==> config.mk <==
export PLATFORM = sky130hd
export DESIGN_NAME = pwm_protect_ctrl
export DESIGN_NICKNAME = d
export VERILOG_FILES = /design/src/pkg/pwm_pkg.sv /design/src/pkg/gate_drive_if.sv /design/src/design/gate_dead_time.sv /design/src/design/pwm_protect_ctrl.sv
export SDC_FILE = /design/constraint.sdc
export NUM_CORES = 1
export LEC_CHECK = 0
export BUFFER_PORTS_ARGS = -buffer_cell sky130_fd_sc_hd__buf_2
export CORE_UTILIZATION = 60
export DETAILED_ROUTE_END_ITERATION = 8
export PLACE_DENSITY = 0.89
export SKIP_LAST_GASP = 1
export SLEW_MARGIN = 15
export SYNTH_ARGS = -nofsm -noshare
export SYNTH_HDL_FRONTEND = slang
export SYNTH_SLANG_ARGS = --single-unit
==> constraint.sdc <==
create_clock -name i_ref_clk -period 4.8 [get_ports i_ref_clk]
set_input_delay 0.72 -clock i_ref_clk [delete_from_list [all_inputs] [get_ports i_ref_clk]]
set_output_delay 0.72 -clock i_ref_clk [all_outputs]
set_load 0.02 [all_outputs]
==> src/pkg/pwm_pkg.sv <==
// Shared constants and types for the current-mode switcher control block.
// Assumes a single 250 MHz clock and comparator levels that arrive asynchronously.
package pwm_pkg;
  localparam int unsigned CLK_HZ = 250_000_000;
  localparam int unsigned CLK_NS = 4;
  localparam int unsigned SW_FREQ_HZ = 55_000;
  localparam int unsigned PERIOD_CYC = CLK_HZ / SW_FREQ_HZ;
  localparam int unsigned MAX_DUTY_PCT = 75;
  localparam int unsigned BLANK_NS = 270;
  localparam int unsigned BLANK_CYC = (BLANK_NS + CLK_NS - 1) / CLK_NS;
  localparam int unsigned DEAD_NS = 8;
  localparam int unsigned DEAD_CYC = (DEAD_NS + CLK_NS - 1) / CLK_NS;
  localparam int unsigned SOFT_START_MS = 4;
  localparam int unsigned SOFT_START_CYC = SOFT_START_MS * (CLK_HZ / 1000);
  localparam int unsigned OVERLOAD_DEBOUNCE_MS = 50;
  localparam int unsigned OVERLOAD_DEBOUNCE_CYC = OVERLOAD_DEBOUNCE_MS * (CLK_HZ / 1000);
  localparam int unsigned CODE_STEPS = 255;
  localparam logic [7:0] CODE_MAX = 8'hff;
  localparam logic [7:0] CODE_RST = 8'h00;
  // Index of each comparator level in the synchroniser vector
  localparam int IN_CS_LIMIT = 0;
  localparam int IN_PWM_TRIP = 1;
  localparam int IN_OVERLOAD = 2;
  localparam int IN_BURST_LOW = 3;
  localparam int IN_SUPPLY_UNDERVOLTAGE_LOCKOUT = 4;
  localparam int IN_OVP = 5;
  localparam int IN_RESTART = 6;
  localparam int IN_VDD_LOW = 7;
  localparam int IN_OTP = 8;
  localparam int N_IN = 9;
  // Lockout asserted until the real supply level has been sampled
  localparam logic [8:0] SYNC_RST = 9'h010;
  typedef enum logic [2:0] {ST_LOCKOUT, ST_SOFT, ST_RUN, ST_OLP, ST_OTP, ST_OVP} ctl_state_e;
endpackage

==> src/pkg/gate_drive_if.sv <==
// Carrier between the PWM control and the totem-pole driver stage.
// Assumes both ends share one clock.
`timescale 1ns/1ns
interface gate_drive_if;
  logic on_req;
  logic pullup_on;
  logic pulldown_on;
  modport ctrl (output on_req, input pullup_on, input pulldown_on);
  modport drv (input on_req, output pullup_on, output pulldown_on);
endinterface

==> src/design/gate_dead_time.sv <==
// Totem-pole gate driver sequencer with break-before-make dead time.
// Assumes on_req comes from logic on the same clock.
`timescale 1ns/1ns
module gate_dead_time
  import pwm_pkg::*;
#(
  parameter int unsigned DEAD = DEAD_CYC
) (
  input wire logic i_ref_clk,
  input wire logic i_rst_b,
  gate_drive_if.drv drv
);
  localparam int DW = $clog2(DEAD + 1);
  logic [DW-1:0] dead_r;
  logic pu_r;
  logic pd_r;

  // Each stage is released only after the other has been off for the dead count
  always_ff @(posedge i_ref_clk) begin
    if (!i_rst_b) begin
      pu_r <= 1'b0;
      pd_r <= 1'b1;
      dead_r <= '0;
    end else if (drv.on_req) begin
      if (pd_r) begin
        pd_r <= 1'b0;
        dead_r <= DW'(DEAD);
      end else if (!pu_r) begin
        if (dead_r != '0) dead_r <= dead_r - 1'b1;
        else pu_r <= 1'b1;
      end
    end else begin
      if (pu_r) begin
        pu_r <= 1'b0;
        dead_r <= DW'(DEAD);
      end else if (!pd_r) begin
        if (dead_r != '0) dead_r <= dead_r - 1'b1;
        else pd_r <= 1'b1;
      end
    end
  end

  assign drv.pullup_on = pu_r;
  assign drv.pulldown_on = pd_r;
endmodule

==> src/design/pwm_protect_ctrl.sv <==
// Fixed-frequency current-mode PWM control with protection sequencing.
// Assumes comparator levels from the analog front end, asynchronous to i_ref_clk.
//
// Functional notes
// - Switching period from internal counter at fixed 55 kHz, no external setting.
// - On-time ends when sensed current reaches the current limit after blanking, every cycle.
// - Blanking opens at each on-time start; limit comparator ignored meanwhile.
// - Duty set by sense and feedback; on-time ends at the feedback crossing.
// - Period-synchronous compensation ramp is added to sensed current before comparison.
// - Push-pull driver stages never conduct together; dead interval on each edge.
// - Feedback over power limit longer than debounce time stops switching.
// - After overload stop, stay off until undervoltage lockout, then restart.
// - Over-temperature turns the switch off and keeps switching stopped until undervoltage lockout, then restart.
// - Supply over 29 V holds switch off until below 8 V, then restarts.
// - Every start begins with 4 ms soft start ramping the current limit.
// - Below burst threshold, switch only while supply is low.
`timescale 1ns/1ns
module pwm_protect_ctrl
  import pwm_pkg::*;
#(
  parameter int unsigned PERIOD = PERIOD_CYC,
  parameter int unsigned SOFT_CYC = SOFT_START_CYC,
  parameter int unsigned DEBOUNCE = OVERLOAD_DEBOUNCE_CYC
) (
  input wire logic i_ref_clk,
  input wire logic i_rst_b,
  input wire logic i_cs_limit_trip,
  input wire logic i_pwm_trip,
  input wire logic i_fb_overload,
  input wire logic i_fb_burst_low,
  input wire logic i_vdd_below_supply_undervoltage_lockout,
  input wire logic i_vdd_over_ovp,
  input wire logic i_vdd_below_restart,
  input wire logic i_vdd_below_burst,
  input wire logic i_over_temp,
  output logic o_pullup_on,
  output logic o_pulldown_on,
  output logic [7:0] o_cs_limit_code,
  output logic [7:0] o_slope_code,
  output logic o_switching
);
  localparam int PW = $clog2(PERIOD + 1);
  localparam int BW = $clog2(BLANK_CYC + 1);
  localparam int DBW = $clog2(DEBOUNCE + 1);
  localparam int unsigned MAX_ON = (PERIOD * MAX_DUTY_PCT) / 100;
  localparam int unsigned SLOPE_STEP = (PERIOD / CODE_STEPS > 0) ? PERIOD / CODE_STEPS : 1;
  localparam int unsigned SS_STEP = (SOFT_CYC / CODE_STEPS > 0) ? SOFT_CYC / CODE_STEPS : 1;
  localparam int SLW = $clog2(SLOPE_STEP + 1);
  localparam int SSW = $clog2(SS_STEP + 1);

  logic [N_IN-1:0] meta_r;
  logic [N_IN-1:0] sync_r;
  ctl_state_e state_r;
  ctl_state_e state_nxt;
  logic [PW-1:0] period_r;
  logic [BW-1:0] blank_r;
  logic [DBW-1:0] ol_cnt_r;
  logic [SLW-1:0] slope_div_r;
  logic [SSW-1:0] ss_div_r;
  logic [7:0] slope_r;
  logic [7:0] limit_r;
  logic on_r;
  logic wrap;
  logic blanking;
  logic switching;
  logic stop_now;
  logic trip_ok;
  logic burst_ok;
  logic ol_trip;
  logic start_on;
  logic max_hit;

  gate_drive_if drv_bus ();

  gate_dead_time #(
    .DEAD(DEAD_CYC)
  ) u_driver (
    .i_ref_clk(i_ref_clk),
    .i_rst_b(i_rst_b),
    .drv(drv_bus.drv)
  );

  // All comparator levels are asynchronous to this clock
  always_ff @(posedge i_ref_clk) begin
    if (!i_rst_b) begin
      meta_r <= SYNC_RST;
      sync_r <= SYNC_RST;
    end else begin
      meta_r <= {i_over_temp, i_vdd_below_burst, i_vdd_below_restart, i_vdd_over_ovp,
                 i_vdd_below_supply_undervoltage_lockout, i_fb_burst_low, i_fb_overload, i_pwm_trip, i_cs_limit_trip};
      sync_r <= meta_r;
    end
  end

  assign switching = (state_r == ST_SOFT) || (state_r == ST_RUN);
  assign wrap = (period_r == PW'(PERIOD - 1));
  assign blanking = (blank_r != '0);
  assign max_hit = (period_r == PW'(MAX_ON));
  assign ol_trip = sync_r[IN_OVERLOAD] && (ol_cnt_r == DBW'(DEBOUNCE));
  // Faults cut the on-time at once instead of waiting for the state update
  assign stop_now = !switching || sync_r[IN_OVP] || sync_r[IN_OTP] || ol_trip;
  assign trip_ok = !blanking && (sync_r[IN_CS_LIMIT] || sync_r[IN_PWM_TRIP]);
  assign burst_ok = !sync_r[IN_BURST_LOW] || sync_r[IN_VDD_LOW];
  assign start_on = wrap && burst_ok && !stop_now;

  // Free-running period counter, no external timing input
  always_ff @(posedge i_ref_clk) begin
    if (!i_rst_b) period_r <= '0;
    else if (wrap) period_r <= '0;
    else period_r <= period_r + 1'b1;
  end

  always_comb begin
    state_nxt = state_r;
    if (sync_r[IN_OVP] && state_r != ST_OVP) begin
      state_nxt = ST_OVP;
    end else if (sync_r[IN_OTP] && state_r != ST_OVP && state_r != ST_OTP) begin
      state_nxt = ST_OTP;
    end else begin
      case (state_r)
        ST_LOCKOUT: if (!sync_r[IN_SUPPLY_UNDERVOLTAGE_LOCKOUT]) state_nxt = ST_SOFT;
        ST_SOFT: begin
          if (sync_r[IN_SUPPLY_UNDERVOLTAGE_LOCKOUT]) state_nxt = ST_LOCKOUT;
          else if (ol_trip) state_nxt = ST_OLP;
          else if (limit_r == CODE_MAX) state_nxt = ST_RUN;
        end
        ST_RUN: begin
          if (sync_r[IN_SUPPLY_UNDERVOLTAGE_LOCKOUT]) state_nxt = ST_LOCKOUT;
          else if (ol_trip) state_nxt = ST_OLP;
        end
        ST_OLP: if (sync_r[IN_SUPPLY_UNDERVOLTAGE_LOCKOUT]) state_nxt = ST_LOCKOUT;
        ST_OTP: if (sync_r[IN_SUPPLY_UNDERVOLTAGE_LOCKOUT]) state_nxt = ST_LOCKOUT;
        ST_OVP: if (sync_r[IN_RESTART]) state_nxt = ST_SOFT;
        default: state_nxt = ST_LOCKOUT;
      endcase
    end
  end

  always_ff @(posedge i_ref_clk) begin
    if (!i_rst_b) state_r <= ST_LOCKOUT;
    else state_r <= state_nxt;
  end

  // Counts consecutive overload samples; any dip restarts the debounce
  always_ff @(posedge i_ref_clk) begin
    if (!i_rst_b) ol_cnt_r <= '0;
    else if (!sync_r[IN_OVERLOAD] || !switching) ol_cnt_r <= '0;
    else if (ol_cnt_r != DBW'(DEBOUNCE)) ol_cnt_r <= ol_cnt_r + 1'b1;
  end

  // Soft start ramps the peak-current limit code from zero to full scale
  always_ff @(posedge i_ref_clk) begin
    if (!i_rst_b) begin
      limit_r <= CODE_RST;
      ss_div_r <= '0;
    end else if (state_r == ST_RUN) begin
      limit_r <= CODE_MAX;
      ss_div_r <= '0;
    end else if (state_r != ST_SOFT) begin
      limit_r <= CODE_RST;
      ss_div_r <= '0;
    end else if (ss_div_r == SSW'(SS_STEP - 1)) begin
      ss_div_r <= '0;
      if (limit_r != CODE_MAX) limit_r <= limit_r + 8'h01;
    end else begin
      ss_div_r <= ss_div_r + 1'b1;
    end
  end

  // Ramp restarts every period so it stays locked to the oscillator
  always_ff @(posedge i_ref_clk) begin
    if (!i_rst_b) begin
      slope_r <= CODE_RST;
      slope_div_r <= '0;
    end else if (wrap || !on_r) begin
      slope_r <= CODE_RST;
      slope_div_r <= '0;
    end else if (slope_div_r == SLW'(SLOPE_STEP - 1)) begin
      slope_div_r <= '0;
      if (slope_r != CODE_MAX) slope_r <= slope_r + 8'h01;
    end else begin
      slope_div_r <= slope_div_r + 1'b1;
    end
  end

  always_ff @(posedge i_ref_clk) begin
    if (!i_rst_b) on_r <= 1'b0;
    else if (stop_now) on_r <= 1'b0;
    // A trip still high from the last period must not veto the start; blanking masks it
    else if (start_on) on_r <= 1'b1;
    else if (trip_ok || max_hit) on_r <= 1'b0;
  end

  always_ff @(posedge i_ref_clk) begin
    if (!i_rst_b) blank_r <= '0;
    else if (start_on) blank_r <= BW'(BLANK_CYC);
    else if (blanking) blank_r <= blank_r - 1'b1;
  end

  assign drv_bus.on_req = on_r;
  assign o_pullup_on = drv_bus.pullup_on;
  assign o_pulldown_on = drv_bus.pulldown_on;
  assign o_cs_limit_code = limit_r;
  assign o_slope_code = slope_r;
  assign o_switching = switching;
endmodule

==> results.cfg, run 1 <==
[outcome]
outcome = finished, final reports clean

[synth]
syn_nets = 537
async_flop_share = 0
synthTopCellsByArea = dfxtp_1 46%, xor2_1 7.0%, nor2_1 6.5%, xnor2_1 3.7%, nand3_1 3.7%
synth_warnings = 0
netlist.area_leader.share = 0.459
syn_area_um2 = 4490
synth_cell_types = 46
synthCells = 514
synth_top_area_cell = dfxtp_1
ys_ff_latch = 103
yosysSeqAreaShare = 0.459
synth_flop_cell = dfxtp_1
synth_edf_count = 0
syn_avg_cell_area_um2 = 8.73

[detailed_routing]
wl_um = 8260
remaining_drc_errors = 0
routed_via_density = 5.46
dr.pass1.iters = 4
first_iter_violations = 222
drtAntennaViolNets = 0
vias = 3503
wl_per_cell_um = 12.9

[cells_and_area]
nFillCells = 570
instances_no_fill = 641
fin_area_um2 = 4910
layout.nets = 561
multiInputGateArea_um2 = 2300
regArea_um2 = 2060
synthToLayoutAreaGrowth_pct = 9.36
drive_above_1_share = 0.0978
num_antenna_cells = 0

[timing]
final.setup_skew_ps = 6.94
setup-violations-final = 0
period_needed_ps = 2450
hold_slack_ps = 431
finalSetupTns_ps = 0
worst_slew_margin_rel = 0.398
worstMarginPinSlew_ps = 901
max_freq_mhz = 408
hold_violations = 0
period_share = 0.511
drv_slew = 0
rsz0062_at_grt = false

[clock_network]
clkSlewWorstSetupHoldPaths_ps = 90
h-tree-depth = 3
cts_resized = 0
clockRootBuffer = clkbuf_8
clock_sinks = 103
cts_tree = built
clkLatencyLatePin_ps = 360
clockBufferDepth = 2
numCtsBuffers = 9
cts_setup_buffers = 0
cts-hold-fix-buffers = 0

[worst_setup_path]
cpLargestDelayFamily = simple AND/OR/NAND/NOR gates
cp_slowest_cell = dfxtp_1
arrival_ps = 1730
reg2reg_depth = 5
regToRegEndpoint = ol_cnt_r[20]
r2r_setup_slack_ps = 2610
cp-end-kind = primary output
crit_type = flop to primary output
cp_max_fo = 12
crit_path_start_kind = flop
crit_buf_inv = 1
cp.required_ps = 4080
slowest_delay_ps = 540
cpMostUsedCell = nand2_1
crit_chain = nor2_1 > nand2_1 > nand2_1 > buf_2
reg2reg_from = state_r[0]

[global_route]
grt_pass1_vias = 3347
overflow = 0
antenna_found_initial = 0
grt_first_pass_wirelength_um = 14200
grt_max_degree = 36
grt.total_usage = 0.231

[die]
die_w_um = 88.5
fp.dieArea_um2 = 7830
start_util = 0.619
rows = 31
io_pins = 30
die_y_um = 88.5
core-area_um2 = 7250

[worst_hold_path]
min_path_type = flop to flop
hold_start = meta_r[4]
hold_depth = 1
holdPathEnd = sync_r[4]

[place]
numPortBuffers = 29
place_inst = 626
gp_congestion = 0.826
dpl_cell_area_um2 = 4700
hpwl_um = 5760

[pwr]
powerDensity_nw_per_um2 = 364
ir_worst_vdd_v = 0.000202
p_leak_nw = 1.80

[flow_run]
max_cap_viol_count = 0
==> kinds of logic after synthesis <==
group                      after synthesis  share of synthesized area
AOI/OAI and AO/OA                       53                     0.0719
xor gates and xnor gates                55                      0.107
adders and majority gates               12                     0.0334
buffers and inverters                   35                     0.0293
DFF                                    103                      0.459
muxes                                    3                    0.00669
and+or+nand+nor                        253                      0.292
==> metrics by stage <==
stage | setup slack, ps | util | total power, mW
after floorplan | 2800 | - | 1.18
after global placement | 2480 | 0.648 | 1.22
after detailed placement | 2370 | 0.648 | 1.23
after CTS | 2360 | 0.677 | 1.80
after global routing | 2250 | 0.677 | 1.88
final | 2350 | 0.677 | 1.79
==> cells in the mapped netlist, types with 5 or more instances <==
cell        n
or3_1       7
and2_1     23
ha_1       12
nand4_1    12
clkbuf_1   16
and3_1      9
a21oi_1    20
nand3_1    33
o21ai_0    16
inv_1      18
xor2_1     36
nor3_1     23
xnor2_1    19
nor4bb_1    5
and4_1      5
nand2_1    35
nor2_1     78
dfxtp_1   103
nand2b_1    5
==> state kept, by name (all words and copies together) (netlist names) <==
name	flops
u_driver.drv.pulldown_on	1
u_driver.drv.pullup_on	1
ss_div_r	12
ol_cnt_r	24
meta_r	9
blank_r	7
sync_r	9
u_driver.dead_r	2
o_slope_code	8
period_r	13
slope_div_r	5
o_cs_limit_code	8
drv_bus.on_req	1
state_r	3
==> report_power, final <==
| group | switching (mW) | internal, mW | leakage [nW] |
|---|---|---|---|
| Sequential | 0.0412 | 0.900 | 0.836 |
| Combinational | 0.152 | 0.121 | 0.862 |
| Clock | 0.282 | 0.292 | 0.0986 |
| Total | 0.475 | 1.31 | 1.80 |
==> placed cells by master (no fill, tap or decap), types with 2 or more instances in the layout <==
master and count:
and2_1 23, ha_1 12, nor3_1 23, xor2_1 36, inv_1 18, nor2b_1 3
nand2_1 35, nand3_1 33, o21a_1 3, and3_2 2, a311oi_1 2, bufinv_16 2
mux2i_1 3, clkbuf_8 9, a21oi_1 20, buf_2 29, nor4bb_1 5, xnor2_1 19
a211oi_1 3, nor2_1 78, and4_1 5, nand2b_1 5, nand4_1 12, dfxtp_1 103
or4_4 2, o21ai_0 16, clkinvlp_4 2, or3_1 7, o31ai_1 2, and3_1 9
==> metal layers <==
metal	up-vias	track usage	wire length, µm	share of wire
met5	-	0	0	0
met2	41	0.409	4120	0.50
met3	15	0.0616	237	0.029
met1	1646	0.270	3770	0.46
li1	1801	-	-	-
met4	0	0.0806	131	0.016
==> cell type report <==
| class | count | share of cell area |
|---|---|---|
| clock buffer | 10 | 0.0260 |
| clock inverter | 5 | 0.0171 |
| inverter | 19 | 0.0145 |
| multi-input combinational | 376 | 0.468 |
| sequential | 103 | 0.420 |
| tap | 99 | 0.0252 |
| timing repair buffer | 29 | 0.0296 |
==> how the worst max path moves through the flow <==
stage                       startpoint                 end  slack [ps]  depth (start not counted)
finish                      state_r[0]         o_switching        2350                          4
global placement               i_rst_b        ol_cnt_r[20]        2480                          3
CTS                         state_r[0]         o_switching        2360                          4
detailed placement             i_rst_b        ol_cnt_r[20]        2370                          3
floorplan           o_cs_limit_code[0]  o_cs_limit_code[7]        2800                          8
global route                state_r[0]         o_switching        2250                          4
Note: power is estimated with default switching activity, not from simulation.
==> inputs of run 2 (changes only) <==
- clock period: 4.8 -> 2.3 ns (I/O delays scaled with it)
==> results.cfg, run 2 (synthesized netlist as in run 1, its figures left out) <==
[worst_setup_path]
setup.worst_path.start = state_r[0]
r2r_setup_slack_ps = 240
reg2reg_from = ol_cnt_r[2]
arrival_ps = 1750
regToRegEndpoint = blank_r[1]
cp-end-kind = primary output
crit_path_start_kind = flop
crit_type = flop to primary output
cp_max_fo = 12
cp.required_ps = 1960
reg2reg_depth = 5

[timing]
hold_violations = 0
max_freq_mhz = 477
worst_slew_margin_rel = 0.669
finalSetupTns_ps = 0
setup-violations-final = 0
rsz0062_at_grt = false
final.setup_skew_ps = 11.4
drv_slew = 0
period_needed_ps = 2100
setup_ws_ps = 204
worstMarginPinSlew_ps = 493
period_share = 0.912
hold_slack_ps = 146

[clock_network]
numCtsBuffers = 9
clockBufferDepth = 2
cts_setup_buffers = 0
clock_sinks = 103
cts_tree = built
h-tree-depth = 3
clkSlewWorstSetupHoldPaths_ps = 90
clockRootBuffer = clkbuf_8
clkLatencyLatePin_ps = 370

[global_route]
antenna_found_initial = 0
grt_first_pass_wirelength_um = 14500
grt_max_degree = 25
grt.total_usage = 0.238
overflow = 0
grt_pass1_vias = 3436

[pwr]
powerDensity_nw_per_um2 = 730
total_power_mw = 3.57
p_leak_nw = 1.80
ir_worst_vdd_v = 0.000353

[cells_and_area]
drive_above_1_share = 0.106
layout.nets = 564
largest_register_ffs = 24
synthToLayoutAreaGrowth_pct = 9.11
final_cell_mix = 103 x dfxtp_1, 78 x nor2_1, 36 x xor2_1
reg_top3 = ol_cnt_r x24, period_r x13, ss_div_r x12
layout_commonest_cell = dfxtp_1
num_antenna_cells = 0
regMostFlops = ol_cnt_r

[place]
hpwl_um = 6100
gp_congestion = 0.832
place_ws_ps = 261
numPortBuffers = 29

[detailed_routing]
routed_via_density = 5.51
remaining_drc_errors = 0
first_iter_violations = 222
wl_um = 8480
vias = 3553
drtAntennaViolNets = 0
dr.pass1.iters = 6
wl_per_cell_um = 13.2

[flow_run]
max_cap_viol_count = 0

[die]
die_y_um = 88.5
fp.dieArea_um2 = 7830
die_w_um = 88.5
core-area_um2 = 7250
io_pins = 30
start_util = 0.619
rows = 31

[worst_hold_path]
holdPathEnd = meta_r[4]
hold_start = i_vdd_below_supply_undervoltage_lockout
min_path_type = primary input to flop
hold_depth = 2

[outcome]
outcome = finished, final reports clean
run 2: stage by stage:
stage	utilization	area (µm²)	cells
6_report	0.675	4900	645
5_1_grt	0.675	4900	645
4_1_cts	0.675	4900	645
3_5_place_dp	0.651	4720	629
3_3_place_gp	0.651	4720	629
2_1_floorplan	-	4490	514
run 2: area by class of cell:
type / instances / area (µm²)
inverter: 19 / 71.3
fill: 569 / 2350
tap: 99 / 124
timing repair buffer: 32 / 168
clock buffer: 11 / 141
clock inverter: 5 / 33.8
multi-input combinational: 376 / 2300
sequential: 103 / 2060
run 2: metal layers:
layer | vias to the layer above | GRT usage | part of all wire
met2 | 76 | 0.430 | 0.51
met1 | 1668 | 0.268 | 0.43
met5 | - | 0 | 0
met3 | 14 | 0.0541 | 0.034
met4 | 0 | 0.103 | 0.018
li1 | 1795 | - | -
run 2: worst max path at each step:
stage                                     to  depth (start not counted)  slack [ps]
after floorplan           o_cs_limit_code[7]                          8         300
after global placement            blank_r[6]                          5         310
after detailed placement  o_cs_limit_code[1]                          7         260
after CTS                 o_cs_limit_code[7]                          7         190
after global routing      o_cs_limit_code[5]                          6          80
final                            o_switching                          4         200
run 2: critical path: stages (launching register included):
cell	delay (ps)
dfxtp_1	520
nor2_1	110
nand2_1	320
nand2_1	220
buf_2	210
run 2: power breakdown:
part           switching [mW]  internal [mW]
clock network           0.593          0.421
registers              0.0858           1.88
logic                   0.341          0.254
total                    1.02           2.55
run 2: what timing repair did:
item | 4_1_cts | 5_1_grt
setup endpoints to repair | 0 | 2
resized for setup | 0 | 1
hold buffers | 0 | 0
